File: config.mk
export PLATFORM = sky130hd
export DESIGN_NAME = ptcc_top
export DESIGN_NICKNAME = d
export VERILOG_FILES = /design/src/ptcc_pkg.sv /design/src/ptcc_sync2.sv /design/src/ptcc_wave_chan.sv /design/src/ptcc_top.sv
export SDC_FILE = /design/constraint.sdc
export NUM_CORES = 2
export LEC_CHECK = 0
export BUFFER_PORTS_ARGS = -buffer_cell sky130_fd_sc_hd__clkbuf_2
export CAP_MARGIN = 5
export CORE_MARGIN = 5
export CORE_UTILIZATION = 64
export DETAILED_ROUTE_END_ITERATION = 7
export PLACE_DENSITY = 0.78
export SLEW_MARGIN = 10
export SYNTH_ARGS = -nofsm -noshare
export SYNTH_HDL_FRONTEND = slang
export SYNTH_SLANG_ARGS = --single-unit
File: constraint.sdc
create_clock -name clk_sys_i -period 5.7 [get_ports clk_sys_i]
set_input_delay 1.14 -clock clk_sys_i [delete_from_list [all_inputs] [get_ports clk_sys_i]]
set_output_delay 1.14 -clock clk_sys_i [all_outputs]
set_load 0.02 [all_outputs]
File: src/ptcc_pkg.sv
/*
  Shared constants and types of the precision time capture/compare block:
  register offsets, field positions, reset values, timing counts, carriers.
  Assumes nothing beyond a SystemVerilog compiler; no logic lives here.
*/
package ptcc_pkg;
  localparam int CLK_PERIOD_NS = 10;
  localparam int TIME_LSB_NS = 1;
  localparam int NS_PER_CLK = CLK_PERIOD_NS / TIME_LSB_NS;
  localparam int WAVE_RES_NS = 16;
  localparam int WAVE_SHIFT = $clog2(WAVE_RES_NS / TIME_LSB_NS);
  localparam int ADDR_W = 8;
  localparam int DATA_W = 32;
  localparam int TIME_W = 64;
  localparam int N_EVT = 4;
  localparam int N_WAVE = 4;
  localparam int N_EDGE = 8;
  localparam int SLOT_W = 16;
  localparam int EDGE_IDX_W = $clog2(N_EDGE);
  localparam logic [ADDR_W-1:0] OFF_CTRL = 8'h00;
  localparam logic [ADDR_W-1:0] OFF_IRQ_STAT = 8'h04;
  localparam logic [ADDR_W-1:0] OFF_IRQ_MASK = 8'h08;
  localparam logic [ADDR_W-1:0] OFF_TIME_LO = 8'h0C;
  localparam logic [ADDR_W-1:0] OFF_TIME_HI = 8'h10;
  localparam logic [ADDR_W-1:0] OFF_EVT_BASE = 8'h20;
  localparam logic [ADDR_W:0] EVT_SPAN = 9'h020;
  localparam int EVT_SHIFT = 3;
  localparam int EVT_HI_BIT = 2;
  localparam logic [ADDR_W-1:0] OFF_PER_BASE = 8'h40;
  localparam logic [ADDR_W:0] PER_SPAN = 9'h010;
  localparam int PER_SHIFT = 2;
  localparam logic [ADDR_W-1:0] OFF_EDGE_BASE = 8'h80;
  localparam logic [ADDR_W:0] EDGE_SPAN = 9'h080;
  localparam int EDGE_PIN_SHIFT = 5;
  localparam int EDGE_ENT_SHIFT = 2;
  localparam int CTRL_MODE_LSB = 0;
  localparam int CTRL_WEN_LSB = 4;
  localparam int IRQ_CAP_LSB = 0;
  localparam int IRQ_CMP_LSB = 4;
  localparam logic [DATA_W-1:0] CTRL_RST = 32'h0000_0000;
  localparam logic [DATA_W-1:0] MASK_RST = 32'h0000_0000;
  localparam logic [SLOT_W-1:0] PERIOD_RST = 16'h0001;

  typedef enum logic {EVT_CAPTURE, EVT_COMPARE} ptcc_evt_mode_t;

  typedef struct packed {
    logic wr;
    logic rd;
    logic [ADDR_W-1:0] addr;
    logic [DATA_W-1:0] wdata;
  } ptcc_req_t;

  typedef struct packed {
    logic en;
    logic lvl;
    logic [SLOT_W-1:0] slot;
  } ptcc_edge_t;
endpackage

File: src/ptcc_sync2.sv
/*
  Two-flop synchroniser for a vector of independent pin levels.
  Assumes each bit is a slow level; bits are not kept coherent with each other.
*/
`timescale 1ns/1ps
`default_nettype none

module ptcc_sync2 #(
  parameter int W = 4
) (
  input wire logic clk_sys_i,
  input wire logic rst_n_i,
  input wire logic [W-1:0] d_i,
  output logic [W-1:0] q_o
);
  logic [W-1:0] meta_q;
  logic [W-1:0] sync_q;

  // The first stage feeds only the second stage
  always_ff @(posedge clk_sys_i) begin
    if (!rst_n_i) begin
      meta_q <= '0;
      sync_q <= '0;
    end else begin
      meta_q <= d_i;
      sync_q <= meta_q;
    end
  end

  assign q_o = sync_q;
endmodule

`default_nettype wire

File: src/ptcc_wave_chan.sv
/*
  One waveform pin: an edge table of slot/level entries and a slot counter
  that wraps at a programmable period.
  Assumes tick_i pulses once per 16 ns boundary of the shared time base.
*/
`timescale 1ns/1ps
`default_nettype none

module ptcc_wave_chan (
  input wire logic clk_sys_i,
  input wire logic rst_n_i,
  input wire logic en_i,
  input wire logic tick_i,
  input wire logic [ptcc_pkg::SLOT_W-1:0] period_i,
  input wire logic we_i,
  input wire logic [ptcc_pkg::EDGE_IDX_W-1:0] widx_i,
  input wire ptcc_pkg::ptcc_edge_t wdata_i,
  output logic pin_o
);
  import ptcc_pkg::*;

  ptcc_edge_t tbl_q [N_EDGE];
  ptcc_edge_t tbl_d [N_EDGE];
  logic [SLOT_W-1:0] phase_q, phase_d;
  logic lvl_q, lvl_d;

  always_comb begin
    tbl_d = tbl_q;
    phase_d = phase_q;
    lvl_d = lvl_q;
    if (we_i) begin
      tbl_d[widx_i] = wdata_i;
    end
    if (!en_i) begin
      phase_d = '0;
      lvl_d = 1'b0;
    end else if (tick_i) begin
      // Later entries win when two share a slot
      for (int e = 0; e < N_EDGE; e++) begin
        if (tbl_q[e].en && (tbl_q[e].slot == phase_q)) begin
          lvl_d = tbl_q[e].lvl;
        end
      end
      // A period of zero behaves as one slot
      if ((period_i <= 16'h0001) || (phase_q >= period_i - 16'h0001)) begin
        phase_d = '0;
      end else begin
        phase_d = phase_q + 16'h0001;
      end
    end
  end

  always_ff @(posedge clk_sys_i) begin
    if (!rst_n_i) begin
      for (int e = 0; e < N_EDGE; e++) begin
        tbl_q[e] <= '0;
      end
      phase_q <= '0;
      lvl_q <= 1'b0;
    end else begin
      tbl_q <= tbl_d;
      phase_q <= phase_d;
      lvl_q <= lvl_d;
    end
  end

  assign pin_o = lvl_q;
endmodule

`default_nettype wire

File: src/ptcc_top.sv
/*
  Precision time base with four capture/compare event pins, four periodic
  waveform pins, a plain register port and one level interrupt.
  Assumes a 100 MHz clk_sys_i, a synchronous active-low reset and a master
  that issues one-cycle read or write strobes; event pins are asynchronous.
*/
`timescale 1ns/1ps
`default_nettype none


module ptcc_top (
  input wire logic clk_sys_i,
  input wire logic rst_n_i,
  input wire ptcc_pkg::ptcc_req_t req_i,
  output logic [ptcc_pkg::DATA_W-1:0] rdata_o,
  input wire logic [ptcc_pkg::N_EVT-1:0] evt_pin_i,
  output logic [ptcc_pkg::N_EVT-1:0] evt_pin_o,
  output logic [ptcc_pkg::N_EVT-1:0] evt_pin_oe_o,
  output logic [ptcc_pkg::N_WAVE-1:0] wave_pin_o,
  output logic irq_o
);
  import ptcc_pkg::*;

  function automatic logic in_win(
    input logic [ADDR_W-1:0] a,
    input logic [ADDR_W-1:0] base,
    input logic [ADDR_W:0] span
  );
    in_win = ({1'b0, a} >= {1'b0, base}) && ({1'b0, a} < ({1'b0, base} + span));
  endfunction

  function automatic logic [ADDR_W-1:0] win_idx(
    input logic [ADDR_W-1:0] a,
    input logic [ADDR_W-1:0] base,
    input int sh
  );
    win_idx = (a - base) >> sh;
  endfunction

  function automatic logic hit(
    input ptcc_req_t r,
    input logic [ADDR_W-1:0] off
  );
    hit = r.addr == off;
  endfunction

  // A target at or below the present time never fires
  function automatic logic reached(
    input logic [TIME_W-1:0] tgt,
    input logic [TIME_W-1:0] now,
    input logic [TIME_W-1:0] nxt
  );
    reached = (tgt > now) && (tgt <= nxt);
  endfunction

  // Time base
  logic [TIME_W-1:0] time_q, time_d;
  logic wave_tick;

  always_comb begin
    // Steps by the clock period in ns, so the count stays true nanoseconds
    time_d = time_q + TIME_W'(NS_PER_CLK);
    // A 10 ns step never jumps two 16 ns boundaries, so one tick is one slot
    wave_tick = time_d[TIME_W-1:WAVE_SHIFT] != time_q[TIME_W-1:WAVE_SHIFT];
  end

  always_ff @(posedge clk_sys_i) begin
    if (!rst_n_i) begin
      time_q <= '0;
    end else begin
      time_q <= time_d;
    end
  end

  // Address decode
  logic wr_ctrl, wr_stat, wr_mask;
  logic sel_evt, sel_per, sel_edge;
  logic [ADDR_W-1:0] evt_sel_i, per_sel_i, edge_pin, edge_ent;
  logic evt_hi;
  logic evt_wr_lo, evt_wr_hi;

  always_comb begin
    wr_ctrl = req_i.wr && hit(req_i, OFF_CTRL);
    wr_stat = req_i.wr && hit(req_i, OFF_IRQ_STAT);
    wr_mask = req_i.wr && hit(req_i, OFF_IRQ_MASK);
    sel_evt = in_win(req_i.addr, OFF_EVT_BASE, EVT_SPAN);
    sel_per = in_win(req_i.addr, OFF_PER_BASE, PER_SPAN);
    sel_edge = in_win(req_i.addr, OFF_EDGE_BASE, EDGE_SPAN);
    // Indices come from the byte offset inside each window
    evt_sel_i = win_idx(req_i.addr, OFF_EVT_BASE, EVT_SHIFT);
    per_sel_i = win_idx(req_i.addr, OFF_PER_BASE, PER_SHIFT);
    edge_pin = win_idx(req_i.addr, OFF_EDGE_BASE, EDGE_PIN_SHIFT);
    edge_ent = win_idx(req_i.addr, OFF_EDGE_BASE, EDGE_ENT_SHIFT);
    evt_hi = req_i.addr[EVT_HI_BIT];
    evt_wr_lo = req_i.wr && sel_evt && !evt_hi;
    evt_wr_hi = req_i.wr && sel_evt && evt_hi;
  end

  // Control, mask and period registers
  logic [DATA_W-1:0] ctrl_q, ctrl_d;
  logic [DATA_W-1:0] mask_q, mask_d;
  logic [SLOT_W-1:0] period_q [N_WAVE];
  logic [SLOT_W-1:0] period_d [N_WAVE];
  logic [N_EVT-1:0] is_cmp;
  logic [N_WAVE-1:0] wave_en;

  always_comb begin
    ctrl_d = ctrl_q;
    mask_d = mask_q;
    period_d = period_q;
    if (wr_ctrl) begin
      ctrl_d = req_i.wdata;
    end
    if (wr_mask) begin
      mask_d = req_i.wdata;
    end
    if (req_i.wr && sel_per) begin
      period_d[per_sel_i[1:0]] = req_i.wdata[SLOT_W-1:0];
    end
    // Mode bits also choose which event pins are driven
    for (int i = 0; i < N_EVT; i++) begin
      is_cmp[i] = ptcc_evt_mode_t'(ctrl_q[CTRL_MODE_LSB+i]) == EVT_COMPARE;
    end
    wave_en = ctrl_q[CTRL_WEN_LSB +: N_WAVE];
  end

  always_ff @(posedge clk_sys_i) begin
    if (!rst_n_i) begin
      ctrl_q <= CTRL_RST;
      mask_q <= MASK_RST;
      for (int w = 0; w < N_WAVE; w++) begin
        period_q[w] <= PERIOD_RST;
      end
    end else begin
      ctrl_q <= ctrl_d;
      mask_q <= mask_d;
      period_q <= period_d;
    end
  end

  // Event pins
  logic [N_EVT-1:0] evt_sync;
  logic [N_EVT-1:0] prev_q, prev_d;
  logic [N_EVT-1:0] armed_q, armed_d;
  logic [N_EVT-1:0] lvl_q, lvl_d;
  logic [N_EVT-1:0] goal_q, goal_d;
  logic [N_EVT-1:0] cap_evt, cmp_evt;
  logic [TIME_W-1:0] evt_time_q [N_EVT];
  logic [TIME_W-1:0] evt_time_d [N_EVT];

  ptcc_sync2 #(
    .W(N_EVT)
  ) u_sync (
    .clk_sys_i(clk_sys_i),
    .rst_n_i(rst_n_i),
    .d_i(evt_pin_i),
    .q_o(evt_sync)
  );

  always_comb begin
    evt_time_d = evt_time_q;
    armed_d = armed_q;
    lvl_d = lvl_q;
    goal_d = goal_q;
    prev_d = evt_sync;
    for (int i = 0; i < N_EVT; i++) begin
      cap_evt[i] = !is_cmp[i] && evt_sync[i] && !prev_q[i];
      // The step is 10 ns, so a match is the first clock whose time reaches it
      cmp_evt[i] = is_cmp[i] && armed_q[i] && reached(evt_time_q[i], time_q, time_d);
      if (cmp_evt[i]) begin
        lvl_d[i] = goal_q[i];
        armed_d[i] = 1'b0;
      end
      if (!is_cmp[i]) begin
        armed_d[i] = 1'b0;
      end
      if (evt_wr_hi && (evt_sel_i[1:0] == i[1:0])) begin
        // Takes effect at once: load the high word first or a live target may misfire
        evt_time_d[i][TIME_W-1:DATA_W] = req_i.wdata;
      end
      if (evt_wr_lo && (evt_sel_i[1:0] == i[1:0])) begin
        // Writing the low word loads the target, arms it in compare mode and fixes the level to drive
        evt_time_d[i][DATA_W-1:0] = req_i.wdata;
        armed_d[i] = is_cmp[i];
        goal_d[i] = ~lvl_d[i];
      end
      // A hardware capture beats a software write in the same cycle
      if (cap_evt[i]) begin
        evt_time_d[i] = time_q;
      end
    end
  end

  always_ff @(posedge clk_sys_i) begin
    if (!rst_n_i) begin
      prev_q <= '0;
      armed_q <= '0;
      lvl_q <= '0;
      goal_q <= '0;
      for (int i = 0; i < N_EVT; i++) begin
        evt_time_q[i] <= '0;
      end
    end else begin
      prev_q <= prev_d;
      armed_q <= armed_d;
      lvl_q <= lvl_d;
      goal_q <= goal_d;
      evt_time_q <= evt_time_d;
    end
  end

  // Only drive the pin in compare mode; capture mode leaves it to the source
  assign evt_pin_o = lvl_q;
  assign evt_pin_oe_o = is_cmp;

  // Interrupt status
  logic [DATA_W-1:0] stat_q, stat_d;
  logic [DATA_W-1:0] stat_set;
  logic irq_q, irq_d;

  always_comb begin
    stat_set = '0;
    stat_set[IRQ_CAP_LSB +: N_EVT] = cap_evt;
    stat_set[IRQ_CMP_LSB +: N_EVT] = cmp_evt;
    stat_d = stat_q;
    if (wr_stat) begin
      stat_d = stat_q & ~req_i.wdata;
    end
    // Set wins over a clear in the same cycle
    stat_d = stat_d | stat_set;
    // Next values of status and mask, so a mask write takes hold at once
    irq_d = |(stat_d & mask_d);
  end

  always_ff @(posedge clk_sys_i) begin
    if (!rst_n_i) begin
      stat_q <= '0;
      irq_q <= 1'b0;
    end else begin
      stat_q <= stat_d;
      irq_q <= irq_d;
    end
  end

  assign irq_o = irq_q;

  // Read path
  logic [DATA_W-1:0] rdata_q, rdata_d;
  logic [DATA_W-1:0] snap_q, snap_d;

  always_comb begin
    rdata_d = '0;
    snap_d = snap_q;
    if (req_i.rd) begin
      unique case (1'b1)
        hit(req_i, OFF_CTRL): begin
          rdata_d = ctrl_q;
        end
        hit(req_i, OFF_IRQ_STAT): begin
          rdata_d = stat_q;
        end
        hit(req_i, OFF_IRQ_MASK): begin
          rdata_d = mask_q;
        end
        hit(req_i, OFF_TIME_LO): begin
          // Freeze the upper half so a low-then-high read is coherent
          rdata_d = time_q[DATA_W-1:0];
          snap_d = time_q[TIME_W-1:DATA_W];
        end
        hit(req_i, OFF_TIME_HI): begin
          rdata_d = snap_q;
        end
        // Event words come straight from the register; a capture between reads can tear them
        sel_evt: begin
          if (evt_hi) begin
            rdata_d = evt_time_q[evt_sel_i[1:0]][TIME_W-1:DATA_W];
          end else begin
            rdata_d = evt_time_q[evt_sel_i[1:0]][DATA_W-1:0];
          end
        end
        sel_per: begin
          rdata_d = {{(DATA_W-SLOT_W){1'b0}}, period_q[per_sel_i[1:0]]};
        end
        default: begin
          rdata_d = '0;
        end
      endcase
    end
  end

  always_ff @(posedge clk_sys_i) begin
    if (!rst_n_i) begin
      rdata_q <= '0;
      snap_q <= '0;
    end else begin
      rdata_q <= rdata_d;
      snap_q <= snap_d;
    end
  end

  assign rdata_o = rdata_q;

  // Waveform pins
  ptcc_edge_t edge_wdata;
  logic [N_WAVE-1:0] edge_we;

  always_comb begin
    edge_wdata = req_i.wdata[$bits(ptcc_edge_t)-1:0];
    // One pin's table per window slice; entries read back as zero
    for (int w = 0; w < N_WAVE; w++) begin
      edge_we[w] = req_i.wr && sel_edge && (edge_pin[1:0] == 2'(w));
    end
  end

  for (genvar w = 0; w < N_WAVE; w++) begin : g_wave
    ptcc_wave_chan u_wave (
      .clk_sys_i(clk_sys_i),
      .rst_n_i(rst_n_i),
      .en_i(wave_en[w]),
      .tick_i(wave_tick),
      .period_i(period_q[w]),
      .we_i(edge_we[w]),
      .widx_i(edge_ent[EDGE_IDX_W-1:0]),
      .wdata_i(edge_wdata),
      .pin_o(wave_pin_o[w])
    );
  end
endmodule

`default_nettype wire

==> flow_metrics.py <==
metrics = {
    "setup_path": {
        "critPathCaptureType": "flip-flop",
        "worstSetupPathType": "flip-flop to flip-flop",
        "cpMostUsedCell": "nand4_1",
        "slowest_stage": "or4b_2",
        "rr_startpoint": "time_q[22]",
        "critPathLaunch": "time_q[22]",
        "arrival_ns": 6.15,
        "start_kind": "flip-flop",
        "slowest_delay_ns": 0.60,
        "cp_max_fo": 9,
        "r2r_cells": 19,
        "cp_data_required_time_ns": 6.32,
        "path_cells": "and3_1 > nand4_1 > nor2_1 > nand3_1 > nor2_1 > buf_4 > nand4_1 > xnor2_1 > ha_1 > nand4_1 > nor4_1 > and3_1 > or4b_2 > o21ai_0 > nand4_1 > o31a_1 > nor2b_1 > o21ai_0 > a21oi_1",
    },
    "cells_and_area": {
        "final_nets": 8896,
        "drive_gt1_share_pct": 7.97,
        "fin_cells": 9799,
        "area_delta_synth_final_pct": 8.78,
    },
    "logic_synthesis": {
        "yosysSeqAreaShare_pct": 35.3,
        "synthesis.area_um2": 68700,
        "yosysUniqueCellTypes": 85,
        "yosysWarnings": 0,
        "synth.top_cell.area_share_pct": 35.3,
        "synth_fp_nets": 9112,
        "synth_ff_type": "dfxtp_1",
        "synth_edf_count": 0,
        "synth.avg_cell_area_um2": 8.09,
        "synth.top_cells.by_area": "dfxtp_1 (35%), nand2_1 (11%), ha_1 (10%)",
        "synth_area_leader_cell": "dfxtp_1",
        "ys_seq_elements": 1212,
        "syn_inst": 8503,
        "async_flop_share_pct": 0,
    },
    "routing": {
        "drc": 0,
        "dr.pass1.iters": 8,
        "vias_per_cell": 6.68,
        "wirelength_um": 257000,
        "first_iter_violations": 8513,
        "antenna_left": 0,
        "vias": 65415,
        "post_drt_wl_per_cell_um": 26.2,
    },
    "worst_hold_path": {
        "holdPathStages": 1,
        "min-delay-start": "u_sync.meta_q[0]",
        "hold_class": "flip-flop to flip-flop",
    },
    "clock_tree": {
        "numCtsBuffers": 132,
        "cts_tree": "built",
        "clock-root-buffer": "clkbuf_16",
        "clk_pin_slew_ns": 0.06,
        "cts_hold_buf": 0,
        "htree_num_levels": 4,
        "clockBufferDepth": 3,
        "clkLatencyLatePin_ns": 0.79,
        "clock-sinks": 1212,
    },
    "timing": {
        "relSlewSlack_pct": 11.5,
        "setup_viol": 0,
        "fin_worst_skew_ns": 0.0396,
        "tns_ns": 0,
        "slew_violations": 0,
        "period_share_pct": 97.1,
        "fmax_mhz": 181,
        "tightest_slew_ns": 1.32,
        "hold_viol": 0,
        "rsz0062_at_grt": "no",
        "fin_crit_ns": 5.53,
    },
    "die": {
        "die_y_um": 338,
        "die_area_um2": 114000,
        "core_um2": 107000,
        "top_level_ports": 93,
        "die_width_um": 338,
        "placementRows": 120,
        "initial_core_util_pct": 64.3,
    },
    "power_and_ir_drop": {
        "irDropWorstVdd_v": 0.000264,
        "power_leakage_nw": 28.3,
        "p_per_area_nw_per_um2": 265,
    },
    "run": {
        "cap_viol_max_count": 0,
    },
    "grt": {
        "antenna_found_initial": 14,
        "grt_pass1_wl_um": 380000,
        "gr-total-overflow": 0,
        "grt_pass1_vias": 61652,
        "grt_usage_pct": 43.6,
        "grt_max_degree": 152,
    },
    "run_status": {
        "status": "complete, no violations",
    },
    "placed_design": {
        "place_inst": 9556,
        "hpwlAfterDp_um": 171000,
        "gp_congestion": 1.05,
        "numPortBuffers": 92,
    },
}
## worst max-delay path, delay by kind of cell, from the launching register on
family                     cells  cell delay, ns
adders and majority gates      1            0.31
AOI/OAI and AO/OA              4            0.61
and+or+nand+nor               12            3.62
xor gates and xnor gates       1            0.18
buffers and inverters          1            0.17
DFF                            1            0.47
## routing by layer
layer / global-route usage (%) / share of wire [%]
met5: 0 / 0.0090
met3: 11.1 / 12
met1: 52.5 / 36
met4: 33.8 / 9.6
met2: 66.7 / 43
## final timing paths
kind	endpoint	slack [ns]
worst max-delay path	goal_q[3]	0.17
worst min-delay path	u_sync.q_o[0]	0.43
worst max register to register	goal_q[3]	0.17
worst min register to register	u_sync.q_o[0]	0.43
## Yosys cell counts (9+ instances only)
library cell,count
nand2_1,1925
dfxtp_1,1212
a21oi_1,867
nor2_1,616
ha_1,561
clkbuf_1,537
xnor2_1,473
nand3_1,231
xor2_1,222
nand4_1,197
a311oi_1,157
mux2i_1,138
a211oi_1,124
inv_1,116
a21o_1,106
nor4_1,98
o21ai_0,97
nor3_1,95
mux4_2,73
buf_1,65
a31oi_1,49
mux2_2,41
and3_1,36
o22ai_1,35
nor2b_1,31
a22oi_1,27
o211ai_1,27
and2_1,26
a221oi_1,25
and4_1,24
a222oi_1,17
a22o_1,17
buf_4,17
nand2b_1,17
o21a_1,16
or3_1,16
a2111oi_0,13
or2_2,12
or4_1,11
o21bai_1,9
## area by class of cell
type                            instances  area [um^2]
Fill cell                            8650        32100
Timing Repair Buffer                  279         2040
Sequential cell                      1212        24300
Antenna cell                           15         37.5
Multi-Input combinational cell       6545        41800
Inverter                              117          447
Tap cell                             1403         1760
Clock inverter                         40          561
Clock buffer                          188         3860
## layout by cell type, fill, tap and decap left out, types with 74 or more instances in the layout
cell | synthesis | final
a211oi_1 | 124 | 124
a21o_1 | 106 | 106
a21oi_1 | 867 | 867
a311oi_1 | 157 | 157
buf_4 | 17 | 185
clkbuf_16 | 0 | 133
clkbuf_2 | 1 | 74
dfxtp_1 | 1212 | 1212
ha_1 | 561 | 561
inv_1 | 116 | 116
mux2i_1 | 138 | 138
nand2_1 | 1925 | 1924
nand3_1 | 231 | 230
nand4_1 | 197 | 197
nor2_1 | 616 | 603
nor3_1 | 95 | 88
nor4_1 | 98 | 96
o21ai_0 | 97 | 97
xnor2_1 | 473 | 467
xor2_1 | 222 | 222
## stage by stage
| stage | utilization (%) | area (um^2) | hold slack [ns] | power, mW | setup slack (ns) |
|---|---|---|---|---|---|
| after floorplan | - | 68700 | 0.412 | 10.2 | 0.980 |
| after CTS | 69.9 | 74700 | 0.432 | 19.7 | 0.119 |
| final | 70.0 | 74800 | 0.430 | 19.8 | 0.165 |
| after global placement | 65.7 | 70300 | 0.413 | 11.0 | 0.263 |
| after global routing | 69.9 | 74700 | 0.450 | 20.3 | 0.0256 |
| after detailed placement | 65.7 | 70300 | 0.420 | 11.1 | 0.154 |
## logic make-up after synthesis
logic type / Yosys count / share of synthesized area [%]
simple gates: 3373 / 21.1
compound gates: 1650 / 14.9
flops: 1212 / 35.3
buf+inv: 746 / 4.19
xor+xnor: 701 / 9.04
fa+ha+maj: 569 / 10.3
mux: 252 / 5.07
## registers in the layout, indices dropped and copies added, names as in the netlist
signal / cells
g_wave.u_wave.phase_q: 64
g_wave.u_wave.tbl_q: 576
evt_pin_o: 4
u_sync.q_o: 4
snap_q: 32
armed_q: 4
mask_q: 32
evt_time_q: 256
irq_o: 1
period_q: 64
prev_q: 4
g_wave.u_wave.pin_o: 4
u_sync.meta_q: 4
time_q: 63
goal_q: 4
ctrl_q: 32
rdata_o: 32
stat_q: 32
## report_power, final
group          switching, mW  internal [mW]  total (mW)
registers              0.189           8.59        8.78
logic                   1.49          0.747        2.24
clock network           3.73           5.07        8.80
total                   5.41           14.4        19.8
## repair_timing
item,4_1_cts,5_1_grt
buffers inserted,0,0
gates resized for setup,0,9
setup endpoints to repair,0,5
(Power assumes the default switching activity.)
